**src/hw/mnd_pkg.sv**
```systemverilog
// Purpose: shared constants and types for the move/nop/option decoder
// Assumes: 12-bit instruction words, 8-bit data path
// Notes:   opcode patterns are compared after masking don't-care bits
package mnd_pkg;

    // ------------------------------------------------------------
    // widths
    // ------------------------------------------------------------
    localparam int IW_W   = 12;          // instruction word width
    localparam int DW     = 8;           // data path width
    localparam int FA_W   = 5;           // file address width
    localparam int NREG   = 32;          // registers 0..31

    // ------------------------------------------------------------
    // field positions
    // ------------------------------------------------------------
    localparam int DEST_BIT = 5;         // d bit position
    localparam int FA_LSB   = 0;         // f field low bit

    // ------------------------------------------------------------
    // opcode masks and matches
    // ------------------------------------------------------------
    localparam logic [11:0] COPY_MASK  = 12'hFC0;
    localparam logic [11:0] COPY_MATCH = 12'h200;
    localparam logic [11:0] STORE_MASK = 12'hFE0;
    localparam logic [11:0] STORE_MATCH = 12'h020;
    localparam logic [11:0] LIT_MASK   = 12'hF00;
    localparam logic [11:0] LIT_MATCH  = 12'hC00;
    localparam logic [11:0] NOP_WORD   = 12'h000;
    localparam logic [11:0] OPT_WORD   = 12'h002;

    // ------------------------------------------------------------
    // reset values
    // ------------------------------------------------------------
    localparam logic [7:0] ACC_RST  = 8'h00;
    localparam logic [7:0] OPT_RST  = 8'hFF;
    localparam logic [7:0] FILE_RST = 8'h00;

    // decoded operation, one-hot
    typedef enum logic [5:0] {
        OP_NONE  = 6'h01,
        OP_COPY  = 6'h02,
        OP_STORE = 6'h04,
        OP_LIT   = 6'h08,
        OP_NOP   = 6'h10,
        OP_OPT   = 6'h20
    } mnd_op_t;

    // instruction handed in with its strobe
    typedef struct packed {
        logic        valid;              // word present this cycle
        logic [11:0] word;               // instruction word
    } mnd_instr_t;

    // architectural state seen outside
    typedef struct packed {
        logic [7:0] acc;                 // accumulator
        logic [7:0] option;              // option register
        logic       zero;                // zero flag
    } mnd_state_t;

endpackage : mnd_pkg

```
**src/hw/mnd_decode.sv**
```systemverilog
// Purpose: decode and execute five single-cycle instructions
// Assumes: INSTR arrives on CLK from same-domain fetch logic
// Notes:   other opcodes are ignored here; ALU ops live elsewhere
module mnd_decode
(
    // clock and reset
    input  wire logic               CLK,
    input  wire logic               RST_N,
    // fetched instruction
    input  wire mnd_pkg::mnd_instr_t INSTR,
    // register file read port for observers
    input  wire logic [4:0]         DBG_ADDR,
    // architectural state
    output mnd_pkg::mnd_state_t     STATE,
    output logic [7:0]              DBG_DATA,
    output logic                    DONE
);
    import mnd_pkg::*;

    // ------------------------------------------------------------
    // state
    // ------------------------------------------------------------
    // file_next copies the whole file; only the addressed entry differs
    logic [DW-1:0]  file_reg [NREG];   // file registers
    logic [DW-1:0]  file_next [NREG];  // next file values
    logic [DW-1:0]  acc_reg, acc_next;  // accumulator
    logic [DW-1:0]  opt_reg, opt_next;  // option register
    logic           z_reg, z_next;      // zero flag
    logic [DW-1:0]  dbg_reg, dbg_next;  // observer read data
    logic           done_reg, done_next; // one-cycle completion
    mnd_op_t        op;                 // decoded operation
    logic [FA_W-1:0] fa;                // file address
    logic           dest;               // d bit
    logic [DW-1:0]  moved;              // value read from file

    // ------------------------------------------------------------
    // decode
    // ------------------------------------------------------------
    // the five patterns never overlap, so the order of tests is free;
    // a word that matches none of them leaves op at OP_NONE
    always_comb
    begin
        fa    = INSTR.word[FA_LSB +: FA_W];
        dest  = INSTR.word[DEST_BIT];
        moved = file_reg[fa];
        op    = OP_NONE;
        // a low valid means no word was fetched this cycle
        if (!INSTR.valid)
            op = OP_NONE;                            // idle cycle
        else if ((INSTR.word & COPY_MASK) == COPY_MATCH)
            op = OP_COPY;
        else if ((INSTR.word & STORE_MASK) == STORE_MATCH)
            op = OP_STORE;
        else if ((INSTR.word & LIT_MASK) == LIT_MATCH)
            op = OP_LIT;
        else if (INSTR.word == NOP_WORD)
            op = OP_NOP;
        else if (INSTR.word == OPT_WORD)
            op = OP_OPT;
    end

    // ------------------------------------------------------------
    // execute: next values
    // ------------------------------------------------------------
    // every path starts from the held values, so an ignored word
    // changes nothing; a copy with d=1 still refreshes the zero flag
    always_comb
    begin
        acc_next  = acc_reg;
        opt_next  = opt_reg;
        z_next    = z_reg;
        file_next = file_reg;
        done_next = 1'b0;
        dbg_next  = file_reg[DBG_ADDR];
        case (op)
            OP_COPY:
            begin
                if (!dest)
                    acc_next = moved;
                else
                    file_next[fa] = moved;
                z_next    = (moved == 8'h00);
                done_next = 1'b1;
            end
            OP_STORE:
            begin
                file_next[fa] = acc_reg;
                done_next     = 1'b1;
            end
            OP_LIT:
            begin
                acc_next  = INSTR.word[DW-1:0];
                done_next = 1'b1;
            end
            OP_NOP:
                done_next = 1'b1;
            OP_OPT:
            begin
                opt_next  = acc_reg;
                done_next = 1'b1;
            end
            default:
                done_next = 1'b0;                    // not ours
        endcase
    end

    // ------------------------------------------------------------
    // registers
    // ------------------------------------------------------------
    // core registers; reset is synchronous so it needs no extra
    // synchroniser, but RST_N must be held across a full clock edge
    always_ff @(posedge CLK)
    begin
        if (!RST_N)
        begin
            acc_reg  <= ACC_RST;
            opt_reg  <= OPT_RST;
            z_reg    <= 1'b0;
            dbg_reg  <= FILE_RST;
            done_reg <= 1'b0;
        end
        else
        begin
            acc_reg  <= acc_next;
            opt_reg  <= opt_next;
            z_reg    <= z_next;
            dbg_reg  <= dbg_next;
            done_reg <= done_next;
        end
    end

    // one register per entry so reset clears the whole file;
    // 32 resettable bytes cost area, but a copy never reads junk
    genvar gi;
    generate
        for (gi = 0; gi < NREG; gi++)
        begin : g_file
            always_ff @(posedge CLK)
            begin
                if (!RST_N)
                    file_reg[gi] <= FILE_RST;
                else
                    file_reg[gi] <= file_next[gi];
            end
        end
    endgenerate

    // outputs straight from flops
    assign STATE = '{acc:    acc_reg,         // accumulator
                     option: opt_reg,         // option register
                     zero:   z_reg};          // zero flag
    assign DBG_DATA     = dbg_reg;
    assign DONE         = done_reg;
endmodule // mnd_decode

```
**config.mk**
```make
export PLATFORM = sky130hd
export DESIGN_NAME = mnd_decode
export DESIGN_NICKNAME = d
export VERILOG_FILES = /design/src/hw/mnd_pkg.sv /design/src/hw/mnd_decode.sv
export SDC_FILE = /design/constraint.sdc
export NUM_CORES = 1
export LEC_CHECK = 0
export BUFFER_PORTS_ARGS = -buffer_cell sky130_fd_sc_hd__buf_2
export CAP_MARGIN = 20
export CORE_ASPECT_RATIO = 2
export CORE_UTILIZATION = 50
export CTS_CLUSTER_DIAMETER = 200
export DETAILED_ROUTE_END_ITERATION = 10
export PLACE_DENSITY = 0.69
export SYNTH_ARGS = -nofsm -noshare
export SYNTH_HDL_FRONTEND = slang
export SYNTH_SLANG_ARGS = --single-unit
```
**constraint.sdc**
```tcl
create_clock -name CLK -period 2.5 [get_ports CLK]
set_clock_uncertainty 0.15 [all_clocks]
set_input_delay 0.25 -clock CLK [delete_from_list [all_inputs] [get_ports CLK]]
set_output_delay 0.25 -clock CLK [all_outputs]
set_load 0.01 [all_outputs]
```
==> metrics.yaml <==
cells_and_area:
  largest_reg_flops: 256
  final_layout_size_suffix_gt1_share_pct: 26.0
  nNetsFinal: 1684
  fillCellCount: 2456
  final_util_pct: 61.4
  postLayoutCellArea_sq_um: 18200
  area_growth_syn_to_layout_pct: 20.7
  fin_cells: 2049
routing:
  drc: 28
  drt_iter0_drc: 963
  wl_per_cell_microns: 25.5
  antenna_left: 0
  drt_wl_total_microns: 52300
  vias: 12900
  drt_pass1_iterations: 8
  avgViaCountPerCell: 6.31
grt:
  grt.overflow.total: 0
  antenna_found_initial: 1
  grt_pass1_wl_microns: 79000
  grt_pass1_vias: 13000
  grt_max_degree: 85
  grtUsageTotal_pct: 34.5
yosys:
  synth_warnings: 0
  synth_edf_count: 0
  synth_area_leader_cell: "dfxtp_1"
  ys_seq_elements: 282
  synthFlopType: "dfxtp_1"
  async_flop_share_pct: 0
  synth_nets: 1523
  synth_seq_area_share_pct: 37.4
  syn_avg_cell_area_sq_um: 10.0
  syn_area_sq_um: 15100
  synthCells: 1503
  synth_cell_types: 50
  synth_top_area_share_pct: 37.4
  synth.area.top_cells: "dfxtp_1 (37%), mux2i_1 (15%), mux4_2 (13%), nand2_1 (5.4%), a21boi_1 (4.8%)"
sta:
  max-slew-margin-rel_pct: 57.5
  hold_violations: 0
  timing.fmax_mhz: 430
  tightest_slew_ps: 637
  layout_min_cycle_time_ps: 2320
  setup_viol: 0
  holdWs_ps: 23.8
  fin_crit_sh_pct: 92.9
  slew_viol_final: 0
  rsz0062_at_grt: "no"
place:
  post_dp_cell_area_sq_um: 17300
  hpwl_microns: 39700
  io_buffers: 45
  globalplace.congestion: 0.967
  placed_cells: 1997
power_and_ir_drop:
  leakage_nw: 7.01
  powerDensity_nw_per_um2: 508
  peakVddDrop_mv: 0.533
  power_mw: 9.24
critical_path:
  endpoint_kind: "flip-flop"
  worstSetupPathType: "flip-flop to flip-flop"
  required_ps: 2780
  critical_path_arrival_ps: 2600
  cp_max_fo: 16
  critPathLaunchType: "flip-flop"
clock_tree:
  numCtsBuffers: 26
  clk_latency_ps: 570
  cts_sinks: 282
  htree_levels: 1
  cts_tree: "yes"
  ctsRootBufferMaster: "clkbuf_16"
  clk_pin_slew_worst_paths_ps: 80
  cts_buffer_depth: 3
  post_cts_buffers: 0
job:
  cap_violations: 0
die:
  core_sq_um: 29600
  fp.dieArea_sq_um: 30900
  pin_count: 46
  start_util_pct: 50.9
  rows: 89
  die_h_microns: 248
  die_x_microns: 125
min_path:
  hold_class: "primary input to flip-flop"
status:
  status: "finished with violations"
  violations: "design-rule violations"
area by class of cell:
class | count | area [sq um] | share of cell area, %
tap | 364 | 455 | 2.50
clock buffer | 34 | 711 | 3.90
timing repair buffer | 270 | 2490 | 13.7
antenna | 1 | 2.50 | 0.0137
multi-input combinational | 1082 | 8730 | 48.0
inverter | 2 | 7.51 | 0.0412
clock inverter | 14 | 159 | 0.873
sequential | 282 | 5650 | 31.0
through the flow:
| step | setup WS, ps | TNS, ps |
|---|---|---|
| after global routing | 133 | 0 |
| after global placement | -259 | -33590 |
| final | 177 | 0 |
| after floorplan | 137 | 0 |
| after CTS | 180 | 0 |
| after detailed placement | -312 | -39220 |
synthesized netlist by cell type (4+ instances only):
cell,number
o211ai_1,4
a31oi_4,6
a21oi_1,5
or3_1,4
a21boi_0,4
o22ai_1,53
nor4_2,14
or4b_1,4
nand4bb_1,6
mux4_2,88
mux2i_1,230
nor2b_1,112
dfxtp_1,282
buf_2,33
o21ai_0,27
nand2_1,215
nand2b_1,6
buf_1,12
a21boi_1,96
buf_4,19
nand3_1,89
nor2_1,25
o21ai_1,38
buf_6,12
clkbuf_1,61
nor3_1,13
nand4b_1,6
final timing paths:
kind                            slack [ps]  cells past startpoint          start             to
worst max-delay path                   180                      8  file_reg[115]  file_reg[131]
worst min-delay path                    20                      4       INSTR[5]     acc_reg[5]
worst max register to register         180                      8  file_reg[115]  file_reg[131]
worst min register to register         320                      2     opt_reg[1]     opt_reg[1]
cell families (layout without fill, tap and decap cells):
kind of cell | count (synthesis) | after routing | share of synthesized area (%)
simple gates | 518 | 518 | 18.0
mux | 318 | 318 | 28.4
compound gates | 246 | 246 | 11.3
buf+inv | 139 | 320 | 4.80
flops | 282 | 282 | 37.4
other cells | 0 | 1 | 0
worst max-delay path, stage by stage (launching register included):
cell and delay, ps:
dfxtp_1 330, mux2i_1 160, o22ai_1 110, buf_4 160, nor4_1 340, o211ai_1 320
o21ai_2 350, buf_12 180, o21ai_0 100
power breakdown:
| part | leakage (nW) | switching (mW) | internal, mW |
|---|---|---|---|
| logic | 4.32 | 0.344 | 0.279 |
| registers | 2.27 | 0.00106 | 4.49 |
| clock network | 0.421 | 1.88 | 2.25 |
layout by cell type (no fill, tap or decap), types with 42 or more instances in the layout:
| master | count |
|---|---|
| buf_4 | 179 |
| nand3_1 | 89 |
| buf_2 | 42 |
| mux2i_1 | 230 |
| o22ai_1 | 53 |
| nand2_1 | 215 |
| a21boi_1 | 96 |
| nor2b_1 | 112 |
| mux4_2 | 88 |
| dfxtp_1 | 282 |
| buf_12 | 44 |
what timing repair did:
action                     CTS  global route
hold endpoints to repair     7             0
resized for setup            0             1
hold buffers                 3             0
setup endpoints to repair    0            13
routing by layer:
metal | GRT usage (%) | part of all wire [%]
met1 | 35.6 | 34
met2 | 60.5 | 49
met3 | 4.55 | 5.8
met4 | 33.3 | 11
met5 | 0 | 0
(Power assumes the default switching activity.)
